$ cat src/spaf_pkg.sv
// Shared constants and types for the sequencing pin alternate-function block
package spaf_pkg;
	localparam logic [7:0] ADDR_ALT_ENABLE = 8'h20;
	localparam logic [7:0] ADDR_ALT_SELECT = 8'h21;
	localparam logic [7:0] ADDR_DRIVE_UP   = 8'h22;
	localparam logic [7:0] ADDR_DRIVE_LO   = 8'h23;
	localparam logic [7:0] ADDR_OSC_CFG    = 8'h24;
	localparam logic [7:0] ADDR_GPO        = 8'h25;
	localparam logic [7:0] ADDR_DEBOUNCE   = 8'h26;
	localparam logic [7:0] ADDR_LONG_PRESS = 8'h27;

	localparam int UPPER_PINS = 4;
	localparam int LOWER_PINS = 8;
	localparam logic [7:0] MASK_UPPER  = 8'h0f;
	localparam logic [7:0] MASK_SELECT = 8'h0e;
	localparam logic [7:0] MASK_OSC    = 8'hd0;
	localparam logic [7:0] MASK_DEB    = 8'hfe;
	localparam int IDX_PIN12 = 3;
	localparam int IDX_PIN11 = 2;
	localparam int IDX_PIN10 = 1;
	localparam int OSC_CAP_BIT = 7;
	localparam int OSC_XTAL_BIT = 6;
	localparam int OSC_CLKOUT_BIT = 4;
	localparam int DEB_FIELD_LSB = 4;
	localparam int DEB_FIELD_W = 4;

	localparam int CLK_PERIOD_NS = 20;
	localparam int MS_IN_NS = 1000000;
	localparam int CYCLES_PER_MS = MS_IN_NS / CLK_PERIOD_NS;
	localparam int DEB_STEP_MS = 5;
	localparam int LP_STEP_MS = 100;
	localparam int MS_CNT_W = 15;

	typedef struct packed {
		logic [7:0] alt_function_enable;
		logic [7:0] alt_function_select;
		logic [7:0] pin_drive_mode_upper;
		logic [7:0] pin_drive_mode_lower;
		logic [7:0] oscillator_config;
		logic [7:0] general_output_state;
		logic [7:0] input_debounce_config;
		logic [7:0] long_press_threshold;
	} spaf_nvm_s;

	typedef struct packed {
		logic       power_button_n;
		logic       external_reset_n;
		logic       emergency_powerdown_n;
	} spaf_inputs_s;
endpackage : spaf_pkg

$ cat src/spaf_debounce.sv
// Input filter that takes a new level after it holds for a set number of ms ticks
`timescale 1ns/1ns
module spaf_debounce import spaf_pkg::*; #(
	parameter int CNT_W = 8
) (
	input  wire logic             sys_clk,
	input  wire logic             rst,
	input  wire logic             ce,
	input  wire logic             ms_tick,
	input  wire logic             filter_on,
	input  wire logic [CNT_W-1:0] period_ms,
	input  wire logic             raw_in,
	output logic                  level_out
);
	logic             level_q;
	logic [CNT_W-1:0] cnt_q;
	wire              differs  = raw_in != level_q;
	wire              expired  = ms_tick && (cnt_q + 1'b1 >= period_ms);

	assign level_out = level_q;

	always_ff @(posedge sys_clk or posedge rst) begin
		if (rst) begin
			level_q <= 1'b1;
			cnt_q   <= '0;
		end else if (ce) begin
			if (!filter_on || !differs) begin
				cnt_q <= '0;
				level_q <= raw_in;
			end else if (expired) begin
				cnt_q <= '0;
				level_q <= raw_in; // RULE19
			end else if (ms_tick) begin
				cnt_q <= cnt_q + 1'b1;
			end
		end
	end
endmodule : spaf_debounce

$ cat src/spaf_pin_mux.sv
// Alternate-function pin mux, drive modes, input filters and long-press timing
// Operation
// RULE1 - Per-pin enable bits 3..0 for pins 12..9
// RULE2 - Alternate use only with zero sequencing fields
// RULE3 - Pin12 select: output or power button
// RULE4 - Pin11 select: output or reset input
// RULE5 - Pin10 select: output or emergency input
// RULE6 - Pin9 select bit reads zero always
// RULE7 - Selection applies only when enable set
// RULE8 - Drive bits: zero open drain, one push-pull
// RULE9 - Config registers load from NVM, read-only
// RULE10 - Oscillator bits set crystal and load cap
// RULE11 - Bit4 sets slow clock output drive
// RULE12 - Output bits drive pins when sequencing clear
// RULE13 - Writable registers locked when group protected
// RULE14 - Debounce time is five ms times (n+1)
// RULE15 - Bits 3..1 enable filtering per input
// RULE16 - Long press threshold is (n+1) times 100ms
// RULE17 - Reset input drives reset and records cause
// RULE18 - Emergency input triggers shutdown, records cause
// RULE19 - New level accepted after full stable period
`timescale 1ns/1ns
module spaf_pin_mux import spaf_pkg::*; #(
	parameter int MS_CYCLES = CYCLES_PER_MS
) (
	input  wire logic                  sys_clk,
	input  wire logic                  rst,
	input  wire logic                  ce,
	input  wire logic                  nvm_load,
	input  wire spaf_nvm_s             nvm_image,
	input  wire logic                  control_group_protected,
	input  wire logic [7:0]            reg_addr,
	input  wire logic                  reg_wr,
	input  wire logic [7:0]            reg_wdata,
	input  wire logic                  reg_rd,
	output logic      [7:0]            reg_rdata,
	input  wire logic [UPPER_PINS-1:0] seq_fields_zero,
	input  wire logic [UPPER_PINS-1:0] power_sequence_use,
	input  wire logic [UPPER_PINS-1:0] sleep_sequence_use,
	input  wire logic [UPPER_PINS-1:0] seq_level_upper,
	input  wire logic [LOWER_PINS-1:0] seq_level_lower,
	input  wire logic [UPPER_PINS-1:0] pin_in_upper,
	output logic      [UPPER_PINS-1:0] pin_out_upper,
	output logic      [UPPER_PINS-1:0] pin_oe_n_upper,
	output logic      [LOWER_PINS-1:0] pin_out_lower,
	output logic      [LOWER_PINS-1:0] pin_oe_n_lower,
	output spaf_inputs_s               decoded_inputs,
	output logic                       reset_output_n,
	output logic                       reset_cause_pulse,
	output logic                       emergency_shutdown_pulse,
	output logic                       short_press_pulse,
	output logic                       long_press_pulse,
	output logic                       crystal_driver_on,
	output logic                       crystal_cap_select,
	output logic                       slow_clock_out_drive
);
	spaf_nvm_s             cfg_q;
	logic [7:0]            rdata_q;
	logic [31:0]           pre_q;
	logic                  ms_tick_q;
	logic                  btn_prev_q;
	logic                  rst_prev_q;
	logic                  em_prev_q;
	logic [MS_CNT_W-1:0]   press_q;
	logic                  long_seen_q;
	logic                  rst_cause_q;
	logic                  em_cause_q;
	logic                  short_q;
	logic                  long_q;
	logic [UPPER_PINS-1:0] filt;

	// Pin 9 select bit is held at zero
	wire [UPPER_PINS-1:0] alt_select = cfg_q.alt_function_select[UPPER_PINS-1:0]; // RULE6
	wire [UPPER_PINS-1:0] alt_ok = cfg_q.alt_function_enable[UPPER_PINS-1:0]
		& seq_fields_zero; // RULE1 RULE2
	wire [UPPER_PINS-1:0] as_input = alt_ok & alt_select; // RULE3 RULE4 RULE5 RULE7
	wire [UPPER_PINS-1:0] as_output = alt_ok & ~alt_select; // RULE7
	wire [UPPER_PINS-1:0] gpo_live = as_output & ~power_sequence_use
		& ~sleep_sequence_use; // RULE12
	wire [UPPER_PINS-1:0] gpo_bits = cfg_q.general_output_state[UPPER_PINS-1:0];
	wire [UPPER_PINS-1:0] drive_up = cfg_q.pin_drive_mode_upper[UPPER_PINS-1:0];
	// Per pin: live output bit, released input, or sequencing level when locked
	wire [UPPER_PINS-1:0] level_up = (gpo_live & gpo_bits) | as_input
		| (~alt_ok & seq_level_upper); // RULE12
	wire [UPPER_PINS-1:0] raw_in = pin_in_upper | ~as_input;

	wire [DEB_FIELD_W-1:0] deb_field =
		cfg_q.input_debounce_config[DEB_FIELD_LSB +: DEB_FIELD_W];
	wire [7:0] deb_ms = 8'(DEB_STEP_MS) * (8'(deb_field) + 8'h01); // RULE14
	wire [UPPER_PINS-1:0] filter_on = cfg_q.input_debounce_config[UPPER_PINS-1:0]; // RULE15
	wire [MS_CNT_W-1:0] lp_ms = MS_CNT_W'(LP_STEP_MS)
		* (MS_CNT_W'(cfg_q.long_press_threshold) + 15'h0001); // RULE16

	wire btn_n = filt[IDX_PIN12];
	wire ext_rst_n = filt[IDX_PIN11];
	wire em_n = filt[IDX_PIN10];
	wire wr_ok = reg_wr && !control_group_protected; // RULE13
	wire press_done = press_q + 15'h0001 >= lp_ms;

	// Open drain drives only lows; push-pull drives both levels
	assign pin_out_upper = level_up & drive_up & ~as_input; // RULE8
	assign pin_oe_n_upper = as_input | (level_up & ~drive_up); // RULE8
	assign pin_out_lower = seq_level_lower & cfg_q.pin_drive_mode_lower; // RULE8
	assign pin_oe_n_lower = seq_level_lower & ~cfg_q.pin_drive_mode_lower; // RULE8

	assign crystal_driver_on = cfg_q.oscillator_config[OSC_XTAL_BIT]; // RULE10
	assign crystal_cap_select = cfg_q.oscillator_config[OSC_CAP_BIT]; // RULE10
	assign slow_clock_out_drive = cfg_q.oscillator_config[OSC_CLKOUT_BIT]; // RULE11

	assign decoded_inputs = '{power_button_n: btn_n, external_reset_n: ext_rst_n,
		emergency_powerdown_n: em_n};
	assign reset_output_n = ext_rst_n; // RULE17
	assign reset_cause_pulse = rst_cause_q;
	assign emergency_shutdown_pulse = em_cause_q;
	assign short_press_pulse = short_q;
	assign long_press_pulse = long_q;
	assign reg_rdata = rdata_q;

	genvar gi;
	generate
		for (gi = 1; gi < UPPER_PINS; gi = gi + 1) begin : g_filt
			spaf_debounce #(.CNT_W(8)) u_deb (
				.sys_clk   (sys_clk),
				.rst       (rst),
				.ce        (ce),
				.ms_tick   (ms_tick_q),
				.filter_on (filter_on[gi]),
				.period_ms (deb_ms),
				.raw_in    (raw_in[gi]),
				.level_out (filt[gi])
			);
		end
	endgenerate
	assign filt[0] = 1'b1;

	// Config load and software writes
	always_ff @(posedge sys_clk or posedge rst) begin
		if (rst) begin
			cfg_q <= '0;
		end else if (ce) begin
			if (nvm_load) begin
				cfg_q <= nvm_image; // RULE9
				cfg_q.alt_function_select <= nvm_image.alt_function_select & MASK_SELECT; // RULE6
			end else if (wr_ok) begin
				if (reg_addr == ADDR_GPO)
					cfg_q.general_output_state <= reg_wdata & MASK_UPPER;
				if (reg_addr == ADDR_DEBOUNCE)
					cfg_q.input_debounce_config <= reg_wdata & MASK_DEB;
				if (reg_addr == ADDR_LONG_PRESS)
					cfg_q.long_press_threshold <= reg_wdata;
			end
		end
	end

	// Read data; reserved bits and unmapped addresses read zero
	always_ff @(posedge sys_clk or posedge rst) begin
		if (rst) begin
			rdata_q <= '0;
		end else if (ce && reg_rd) begin
			case (reg_addr)
				ADDR_ALT_ENABLE: rdata_q <= cfg_q.alt_function_enable & MASK_UPPER;
				ADDR_ALT_SELECT: rdata_q <= cfg_q.alt_function_select & MASK_SELECT;
				ADDR_DRIVE_UP:   rdata_q <= cfg_q.pin_drive_mode_upper & MASK_UPPER;
				ADDR_DRIVE_LO:   rdata_q <= cfg_q.pin_drive_mode_lower;
				ADDR_OSC_CFG:    rdata_q <= cfg_q.oscillator_config & MASK_OSC;
				ADDR_GPO:        rdata_q <= cfg_q.general_output_state & MASK_UPPER;
				ADDR_DEBOUNCE:   rdata_q <= cfg_q.input_debounce_config & MASK_DEB;
				ADDR_LONG_PRESS: rdata_q <= cfg_q.long_press_threshold;
				default:         rdata_q <= '0;
			endcase
		end
	end

	// Millisecond tick
	always_ff @(posedge sys_clk or posedge rst) begin
		if (rst) begin
			pre_q <= '0;
			ms_tick_q <= 1'b0;
		end else if (ce) begin
			ms_tick_q <= (pre_q == 32'(MS_CYCLES - 1));
			pre_q <= (pre_q == 32'(MS_CYCLES - 1)) ? '0 : pre_q + 32'h1;
		end
	end

	// Falling-edge causes and press classification
	always_ff @(posedge sys_clk or posedge rst) begin
		if (rst) begin
			btn_prev_q <= 1'b1;
			rst_prev_q <= 1'b1;
			em_prev_q <= 1'b1;
			rst_cause_q <= 1'b0;
			em_cause_q <= 1'b0;
			short_q <= 1'b0;
			long_q <= 1'b0;
			press_q <= '0;
			long_seen_q <= 1'b0;
		end else if (ce) begin
			btn_prev_q <= btn_n;
			rst_prev_q <= ext_rst_n;
			em_prev_q <= em_n;
			rst_cause_q <= rst_prev_q && !ext_rst_n; // RULE17
			em_cause_q <= em_prev_q && !em_n; // RULE18
			short_q <= !btn_prev_q && btn_n && !long_seen_q; // RULE16
			long_q <= 1'b0;
			if (btn_n) begin
				press_q <= '0;
				long_seen_q <= 1'b0;
			end else if (ms_tick_q && !long_seen_q) begin
				if (press_done) begin
					long_q <= 1'b1; // RULE16
					long_seen_q <= 1'b1;
				end else begin
					press_q <= press_q + 15'h0001;
				end
			end
		end
	end
endmodule : spaf_pin_mux

$ cat config.mk
export PLATFORM = sky130hd
export DESIGN_NAME = spaf_pin_mux
export DESIGN_NICKNAME = d
export VERILOG_FILES = /design/src/spaf_pkg.sv /design/src/spaf_debounce.sv /design/src/spaf_pin_mux.sv
export SDC_FILE = /design/constraint.sdc
export NUM_CORES = 1
export LEC_CHECK = 0
export BUFFER_PORTS_ARGS = -buffer_cell sky130_fd_sc_hd__buf_2
export CAP_MARGIN = 0
export CORE_ASPECT_RATIO = 1.1
export CORE_MARGIN = 1
export CORE_UTILIZATION = 40
export CTS_BUF_LIST = sky130_fd_sc_hd__clkbuf_4 sky130_fd_sc_hd__clkbuf_8 sky130_fd_sc_hd__clkbuf_16
export DETAILED_ROUTE_END_ITERATION = 7
export GPL_TIMING_DRIVEN = 0
export PLACE_DENSITY = 0.61
export SLEW_MARGIN = 25
export SYNTH_ARGS = -nofsm -noshare
export SYNTH_HDL_FRONTEND = slang
export SYNTH_HIERARCHICAL = 1
export SYNTH_SLANG_ARGS = --single-unit
$ cat constraint.sdc
create_clock -name sys_clk -period 5.7 [get_ports sys_clk]
set_input_delay 0.285 -clock sys_clk [delete_from_list [all_inputs] [get_ports sys_clk]]
set_output_delay 0.285 -clock sys_clk [all_outputs]
set_load 0.1 [all_outputs]
==> flow_summary.json, run 1 <==
{
  "placed_area_sq_mm": 0.0100,
  "timing.rr.end": "press_q[0]",
  "die_width_um": 145,
  "stdcell_area_sq_mm": 0.0107,
  "drt_iter0_markers": 287,
  "p_per_area_mw_per_mm2": 346,
  "cts.path.max_buffers": 2,
  "antennaDiodeCount": 0,
  "async_flop_share_pct": 100,
  "power.total_uw": 3690,
  "ff2ff_path_depth": 21,
  "crit_type": "reg -> reg",
  "start_util_pct": 40.7,
  "yosysTopAreaCell": "dfrtp_1",
  "ys_ff_latch": 132,
  "cp-start-kind": "flip-flop",
  "whs_ns": 0.0853,
  "placedCellCount": 1347,
  "ios": 158,
  "max_freq_mhz": 186,
  "worst_pin_slew_ns": 0.889,
  "grt_pass1_wl_um": 35800,
  "period_share_pct": 94.1,
  "ys_types": 63,
  "clock_tree.root_cell": "clkbuf_16",
  "hpwlAfterDp_um": 17200,
  "ant_nets": 0,
  "nets": 1269,
  "drc_errors": 0,
  "synthTopCellsByArea": "dfrtp_1 35%, ha_1 11%, xnor2_1 4.9%",
  "critPathMaxFanout": 9,
  "core_sq_mm": 0.0220,
  "avgSynthCellArea_sq_um": 9.76,
  "switching_share_pct": 39.1,
  "numClockSinks": 132,
  "portBuffers": 132,
  "syn_to_final_growth_pct": 18.9,
  "finalCriticalPeriod_ns": 5.36,
  "drive_above_1_share_pct": 23.5,
  "worstHoldStart": "nvm_image[34]",
  "r2r_start": "cfg_q[2]",
  "die_area_sq_mm": 0.0230,
  "drt_pass1_iterations": 4,
  "r2r_slack_ns": 0.34,
  "clock_power_share_pct": 29.2,
  "comb_power_share_pct": 41.0,
  "antenna_found_initial": 0,
  "netlist_instances": 919,
  "cts_buffers": 17,
  "grt_max_degree": 56,
  "min_path_cells": 2,
  "yosysTopAreaCellShare_pct": 35.1,
  "fin_cells": 1379,
  "drt-total-wl_um": 21900,
  "grt_pass1_vias": 6938,
  "min_path_type": "in -> reg",
  "gr-total-overflow": 0,
  "path_common_cell": "ha_1",
  "yosys_warnings": 6,
  "gp_congestion": 0.796,
  "cpPeakStageDelay_ns": 0.53,
  "via_per_inst": 5.15,
  "synth_most_common_cell": "dfrtp_1",
  "hold_viol": 0,
  "crit_required_ns": 6.01,
  "outcome": "finished, final reports clean",
  "synth_common_cells": "126 x dfrtp_1, 78 x ha_1, 71 x nand2_1",
  "clkTransAtPathRegs_ns": 0.06,
  "cts_setup_buffers": 0,
  "dieHeight_um": 159,
  "ir_worst_vdd_mv": 0.229,
  "end_kind": "flip-flop",
  "vias": 7101,
  "cp.arrival_ns": 5.68,
  "rsz0062_at_grt": "false",
  "finalClockSkew_ns": 0.0116,
  "path_cells": "clkbuf_1, nand3_1, xnor2_1, ha_1, ha_1, inv_1, fa_1, inv_1, ha_1, nor2b_1, o21a_1, o211a_1, o31ai_1, xnor2_1, ha_1, nand4_1, nor3_1, nor4_4, and2_1, buf_2, mux2_2",
  "slew_headroom_pct": 40.2,
  "hold-path-endpoint": "cfg_q[34]",
  "track_usage_pct": 20.2,
  "cts_tree": "yes",
  "p_int_uw": 2250,
  "synth-edff-count": 0,
  "max-cap-violations": 0,
  "maxSlewViolCount": 0,
  "syn_nets": 1117,
  "p_sw_uw": 1440,
  "rows": 57,
  "htreeDepth": 4,
  "clock_latency_ns": 0.43,
  "wire_per_inst_um": 15.9,
  "slowest_stage": "nor3_1",
  "power_frac_seq_pct": 29.8,
  "synth_ff_type": "dfrtp_1",
  "synthesis.area_sq_mm": 0.00897,
  "ys_seq_area_share_pct": 36.9,
  "power.leakage_uw": 0.00515,
  "finalSetupViolCount": 0
}
## cell families (layout without fill, tap and decap cells)
family                     after synthesis  in the layout  synth area share, %
xor gates and xnor gates                80             80                 7.81
buffers and inverters                   94            259                 4.31
adders and majority gates               83             83                 12.0
DFF                                    132            132                 36.9
muxes                                   50             50                 6.61
and+or+nand+nor                        326            326                 19.3
AOI/OAI and AO/OA                      154            154                 13.1
## per-layer routing
metal	GRT usage (%)	up-vias	routed length [um]	part of all wire, %
li1	-	3537	-	-
met1	25.1	3373	9580	44
met2	34.0	162	10900	50
met3	4.27	29	924	4.2
met4	7.94	0	546	2.5
met5	0	-	0	0
## registers in the layout, indices dropped and copies added (netlist names)
name / count
em_prev_q: 1
cfg_q: 35
long_press_pulse: 1
short_press_pulse: 1
rst_prev_q: 1
emergency_shutdown_pulse: 1
long_seen_q: 1
reg_rdata: 8
slow_clock_out_drive: 1
ms_tick_q: 1
crystal_driver_on: 1
alt_select: 3
crystal_cap_select: 1
g_filt.u_deb/cnt_q: 24
btn_prev_q: 1
pre_q: 32
press_q: 15
reset_cause_pulse: 1
g_filt.u_deb/level_out: 3
## power groups by stage
stage               registers (uW)  clock network [uW]  logic [uW]
global placement              1110                   0        1500
global route                  1110                1140        1720
detailed placement            1110                   0        1530
finish                        1100                1080        1510
floorplan                     1130                   0        1180
CTS                           1100                1100        1540
## per-stage QoR
step                      utilization [%]  setup slack, ns  TNS, ns
after floorplan                         -            0.802        0
after global placement               45.4           -0.176    -1.36
after detailed placement             45.6          -0.0365  -0.0977
after CTS                            48.3            0.149        0
after global routing                 48.4          0.00615        0
final                                48.4            0.336        0
## cells in the final DEF, fill, tap and decap left out, drive strengths merged, types with 15 or more instances in the layout
cell / n
buf: 145
dfrtp: 126
ha: 78
nand2: 71
inv: 68
nor2: 54
xnor2: 50
nand3: 42
o21ai: 37
clkbuf: 36
mux2: 35
nand2b: 31
xor2: 30
a21oi: 30
nor2b: 26
and3: 19
and2: 16
a22o: 15
nand4: 15
## area by class of cell
class	count	area, sq um
plain buffers	26	131
clock buffers	22	482
clock inverters	10	97.6
fillers	2117	11400
inverters	67	256
multi-input cells	693	5320
flip-flops and latches	132	3310
well taps	295	369
repair buffers	134	698
## repair_timing
action,CTS,global route
hold buffers,1,0
endpoints found under the setup margin,9,15
gates resized for setup,1,4
endpoints found under the hold margin,72,0
## critical path, delay by kind of cell (launching register included)
| kind | cells | cell delay (ns) |
|---|---|---|
| compound gates | 3 | 0.70 |
| simple gates | 6 | 1.35 |
| flops | 1 | 0.32 |
| fa+ha+maj | 5 | 1.68 |
| buf+inv | 4 | 0.57 |
| xor+xnor | 2 | 0.36 |
| mux | 1 | 0.27 |
## how the worst max path moves through the flow
stage / from / to / slack, ns / cells after the start
2_1_floorplan: cfg_q[2] / press_q[0] / 0.80 / 21
3_3_place_gp: cfg_q[2] / press_q[0] / -0.18 / 20
3_5_place_dp: cfg_q[3] / press_q[0] / -0.04 / 20
4_1_cts: cfg_q[2] / press_q[0] / 0.15 / 20
5_1_grt: cfg_q[2] / press_q[0] / 0.006 / 21
6_report: cfg_q[2] / press_q[0] / 0.34 / 21
(Power assumes the default switching activity.)
==> run 2, diff against run 1 <==
ABC_CLOCK_PERIOD_IN_PS = 5700   (was default)
CTS_CLUSTER_DIAMETER = 50   (was default)
PLACE_DENSITY = default   (was 0.61)
PLACE_DENSITY_LB_ADDON = 0.15   (was default)
==> flow_summary.json, run 2 (synthesis gave the netlist of run 1 again) <==
{
  "dieHeight_um": 159,
  "nets": 1271,
  "clock_latency_ns": 0.43,
  "p_per_area_mw_per_mm2": 346,
  "numClockSinks": 132,
  "hpwlAfterDp_um": 16700,
  "period_share_pct": 93.9,
  "power_frac_seq_pct": 29.7,
  "r2r_slack_ns": 0.35,
  "wire_per_inst_um": 15.7,
  "htreeDepth": 4,
  "portBuffers": 132,
  "clkTransAtPathRegs_ns": 0.07,
  "fin_ws_ns": 0.349,
  "max_freq_mhz": 187,
  "layout_common_cells": "138 x buf_2, 125 x dfrtp_1, 78 x ha_1, 71 x nand2_1, 65 x inv_1",
  "timing.rr.end": "press_q[0]",
  "hold_viol": 0,
  "ff2ff_path_depth": 22,
  "placedCellCount": 1347,
  "track_usage_pct": 20.3,
  "grt_pass1_vias": 7067,
  "cts.path.max_buffers": 2,
  "worstHoldStart": "nvm_image[32]",
  "via_per_inst": 5.09,
  "grt_pass1_wl_um": 36100,
  "rows": 57,
  "finalCriticalPeriod_ns": 5.35,
  "antenna_found_initial": 1,
  "critPathMaxFanout": 9,
  "die_area_sq_mm": 0.0230,
  "drt_iter0_markers": 216,
  "switching_share_pct": 40.0,
  "clock_power_share_pct": 29.1,
  "finalClockSkew_ns": 0.0112,
  "ant_nets": 0,
  "fin_cells": 1382,
  "ir_worst_vdd_mv": 0.182,
  "drt-total-wl_um": 21700,
  "start_util_pct": 40.7,
  "drc_errors": 0,
  "core_sq_mm": 0.0220,
  "vias": 7029,
  "fin_tns_setup_ns": 0,
  "cp-start-kind": "flip-flop",
  "hold-path-endpoint": "cfg_q[32]",
  "drive_above_1_share_pct": 23.9,
  "ios": 158,
  "place_ws_ns": -0.120,
  "stdcell_area_sq_mm": 0.0107,
  "maxSlewViolCount": 0,
  "clock_tree.root_cell": "clkbuf_16",
  "cts_tree": "yes",
  "die_width_um": 145,
  "top_regs": "cfg_q: 35 flops, pre_q: 32 flops, g_filt.u_deb/cnt_q: 24 flops",
  "r2r_start": "cfg_q[0]",
  "end_kind": "flip-flop",
  "syn_to_final_growth_pct": 19.0,
  "worst_pin_slew_ns": 0.799,
  "gr-total-overflow": 0,
  "drt_pass1_iterations": 4,
  "p_sw_uw": 1480,
  "finalSetupViolCount": 0,
  "p_int_uw": 2220,
  "placed_area_sq_mm": 0.0100,
  "min_path_type": "in -> reg",
  "grt_max_degree": 56,
  "crit_type": "reg -> reg",
  "power.leakage_uw": 0.00515,
  "cts_buffers": 17,
  "gp_congestion": 0.802,
  "largest_reg_flops": 35,
  "layout_commonest_cell": "buf_2",
  "outcome": "finished, final reports clean",
  "comb_power_share_pct": 41.2,
  "slew_headroom_pct": 46.2,
  "max-cap-violations": 0,
  "whs_ns": 0.0821,
  "min_path_cells": 2,
  "regMostFlops": "cfg_q",
  "cp.arrival_ns": 5.72,
  "crit_required_ns": 6.07
}
[run 2: layout make-up]
class / instances / area [sq um]
clock buffer: 19 / 440
inverter: 67 / 256
multi-input combinational: 693 / 5330
clock inverter: 13 / 123
tap: 295 / 369
antenna: 1 / 2.50
fill: 2101 / 11400
timing repair buffer: 136 / 713
sequential: 132 / 3310
buffer: 26 / 133
[run 2: through the flow]
stage	total power (uW)	util, %
after floorplan	2310	-
after global routing	4000	48.4
after CTS	3730	48.2
final	3700	48.4
after detailed placement	2630	45.6
after global placement	2610	45.4
[run 2: routing by layer]
| layer | GRT usage (%) | wire length (um) |
|---|---|---|
| met1 | 26.0 | 9930 |
| met4 | 5.74 | 261 |
| met3 | 4.15 | 824 |
| met5 | 0 | 0 |
| met2 | 34.3 | 10700 |
[run 2: timing repair]
action	4_1_cts	5_1_grt
hold buffers	1	0
gates cloned	0	0
pin swaps	0	1
setup endpoints to repair	9	15
endpoints found under the hold margin	72	0
buffers inserted	0	2
resized for setup	1	8
[run 2: power by group through the flow]
stage	registers (uW)	logic [uW]	clock network (uW)
detailed placement	1110	1520	0
global placement	1110	1500	0
floorplan	1130	1180	0
finish	1100	1520	1080
CTS	1100	1540	1100
global route	1110	1740	1140
[run 2: worst max-delay path by stage]
| stage | startpoint | to | slack [ns] | depth (start not counted) |
|---|---|---|---|---|
| after floorplan | cfg_q[2] | press_q[0] | 0.80 | 21 |
| after global placement | cfg_q[1] | press_q[0] | -0.19 | 20 |
| after detailed placement | cfg_q[1] | press_q[0] | -0.12 | 20 |
| after CTS | cfg_q[3] | press_q[0] | 0.13 | 20 |
| after global routing | cfg_q[0] | press_q[0] | -0.02 | 22 |
| final | cfg_q[0] | press_q[0] | 0.35 | 22 |
[run 2: critical path, stage by stage, from the launching register on]
cell and delay (ns):
dfrtp_1 0.34, buf_2 0.21, inv_1 0.10, ha_1 0.35, inv_1 0.07, ha_1 0.20
ha_1 0.27, inv_1 0.05, fa_1 0.50, inv_1 0.04, ha_1 0.32, nor2b_1 0.15
o21a_1 0.18, o211a_1 0.22, o31ai_1 0.32, xnor2_1 0.20, ha_1 0.31, nand4_1 0.18
o21bai_1 0.18, nor4_4 0.51, and2_1 0.19, buf_2 0.23, mux2_2 0.18
==> run 3, diff against run 2 <==
CORE_UTILIZATION = 56   (was 40)
==> flow_summary.json, run 3 (synthesis gave the netlist of run 1 again) <==
{
  "outcome": "finished, final reports clean",
  "cp-start-kind": "flip-flop",
  "power_frac_seq_pct": 28.6,
  "nets": 1269,
  "min_path_type": "in -> reg",
  "maxSlewViolCount": 0,
  "ir_worst_vdd_mv": 0.227,
  "fin_tns_setup_ns": 0,
  "period_share_pct": 93.1,
  "dieHeight_um": 135,
  "layout_commonest_cell": "buf_2",
  "core_sq_mm": 0.0157,
  "end_kind": "flip-flop",
  "worst_pin_slew_ns": 0.895,
  "numClockSinks": 132,
  "max_freq_mhz": 188,
  "grt_max_degree": 58,
  "path_cells": "buf_2, inv_1, ha_1, inv_1, ha_1, ha_1, inv_1, fa_1, inv_1, ha_1, nor2b_1, o21a_1, o211a_1, o31ai_1, xnor2_1, ha_1, nand2_1, o21ai_0, nor4bb_2, a32o_1, o21ai_0",
  "cts_buffers": 17,
  "p_sw_uw": 1460,
  "max-cap-violations": 0,
  "vias": 7348,
  "cp.arrival_ns": 5.59,
  "p_int_uw": 2390,
  "clock_tree.root_cell": "clkbuf_16",
  "htreeDepth": 4,
  "placedCellCount": 1252,
  "grt_pass1_vias": 7060,
  "die_width_um": 123,
  "whs_ns": 0.0885,
  "slowest_stage": "nor4bb_2",
  "power.leakage_uw": 0.00518,
  "rsz0062_at_grt": "false",
  "crit_type": "reg -> reg",
  "drt_pass1_iterations": 5,
  "fin_ws_ns": 0.391,
  "largest_reg_flops": 35,
  "rows": 48,
  "layout_common_cells": "138 x buf_2, 126 x dfrtp_1, 78 x ha_1, 71 x nand2_1, 65 x inv_1",
  "final_core_util_pct": 67.8,
  "grt_pass1_wl_um": 34100,
  "critPathMaxFanout": 9,
  "slew_headroom_pct": 39.8,
  "p_per_area_mw_per_mm2": 362,
  "crit_required_ns": 5.98,
  "via_per_inst": 5.72,
  "hold_viol": 0,
  "gr-total-overflow": 0,
  "fill_cells": 1213,
  "switching_share_pct": 37.9,
  "finalSetupViolCount": 0,
  "syn_to_final_growth_pct": 18.4,
  "die_area_sq_mm": 0.0165,
  "comb_power_share_pct": 40.0,
  "fin_cells": 1284,
  "drc_errors": 0,
  "drive_above_1_share_pct": 23.7,
  "regMostFlops": "cfg_q",
  "clock_latency_ns": 0.42,
  "wire_per_inst_um": 16.3,
  "ant_nets": 0,
  "cts_tree": "yes",
  "antenna_found_initial": 0,
  "drt_iter0_markers": 422,
  "hpwlAfterDp_um": 15900,
  "clock_power_share_pct": 31.4,
  "portBuffers": 132,
  "top_regs": "cfg_q: 35 flops, pre_q: 32 flops, g_filt.u_deb/cnt_q: 24 flops",
  "start_util_pct": 57.2,
  "finalClockSkew_ns": 0.00847,
  "cts.path.max_buffers": 2,
  "finalCriticalPeriod_ns": 5.31,
  "path_common_cell": "ha_1",
  "track_usage_pct": 26.8,
  "place_ws_ns": -0.00872,
  "antennaDiodeCount": 0,
  "cpPeakStageDelay_ns": 0.54,
  "ios": 158,
  "clkTransAtPathRegs_ns": 0.06,
  "drt-total-wl_um": 20900,
  "gp_congestion": 0.818
}
==> run 3: final timing paths <==
| check | slack (ns) | depth (start not counted) | to | start |
|---|---|---|---|---|
| max | 0.39 | 21 | press_q[11] | cfg_q[0] |
| max in group asynchronous | 4.51 | 4 | rst_prev_q | rst |
| min in group asynchronous | 0.44 | 3 | g_filt[2].u_deb/cnt_q[4] | rst |
| max reg2reg | 0.39 | 21 | press_q[11] | cfg_q[0] |
| min reg2reg | 0.47 | 2 | btn_prev_q | btn_prev_q |
| min | 0.09 | 2 | cfg_q[34] | nvm_image[34] |
==> run 3: through the flow <==
| step | power [uW] | cell area, sq um |
|---|---|---|
| 2_1_floorplan | 2310 | 8970 |
| 3_3_place_gp | 2590 | 9880 |
| 3_5_place_dp | 2620 | 9920 |
| 4_1_cts | 3860 | 10600 |
| 5_1_grt | 4110 | 10600 |
| 6_report | 3840 | 10600 |
==> run 3: final cells by class <==
| class | instances | area, sq um | share of cell area (%) |
|---|---|---|---|
| buffer | 26 | 133 | 1.25 |
| clock buffer | 22 | 482 | 4.53 |
| clock inverter | 10 | 170 | 1.60 |
| inverter | 67 | 256 | 2.41 |
| multi-input combinational | 693 | 5320 | 50.1 |
| sequential | 132 | 3310 | 31.2 |
| tap | 200 | 250 | 2.36 |
| timing repair buffer | 134 | 698 | 6.57 |
==> run 3: power groups by stage <==
stage / Sequential, uW / Clock, uW / Combinational [uW]
floorplan: 1130 / 0 / 1180
global placement: 1110 / 0 / 1480
detailed placement: 1110 / 0 / 1510
CTS: 1100 / 1220 / 1540
global route: 1110 / 1260 / 1740
finish: 1100 / 1210 / 1540
==> run 3: worst max-delay path: cells and delay by family (launching register included) <==
kind	cells	cell delay [ns]
adder cells (fa/ha/maj)	6	1.94
AO/OA/AOI/OAI	6	1.45
AND/OR/NAND/NOR	3	0.75
buffers and inverters	5	0.48
flip-flops	1	0.34
XOR/XNOR	1	0.18
==> run 3: timing repair <==
item / in CTS / in global routing
hold buffers: 1 / 0
gates resized for setup: 1 / 7
setup endpoints to repair: 9 / 15
buffers inserted: 0 / 0
endpoints found under the hold margin: 72 / 0
==> run 3: metal layers <==
metal | global-route usage (%) | up-vias | wire [um]
met5 | 0 | - | 0
met4 | 12.1 | 0 | 605
met3 | 4.94 | 39 | 948
met2 | 46.3 | 212 | 10500
met1 | 32.1 | 3547 | 8840
li1 | - | 3550 | -
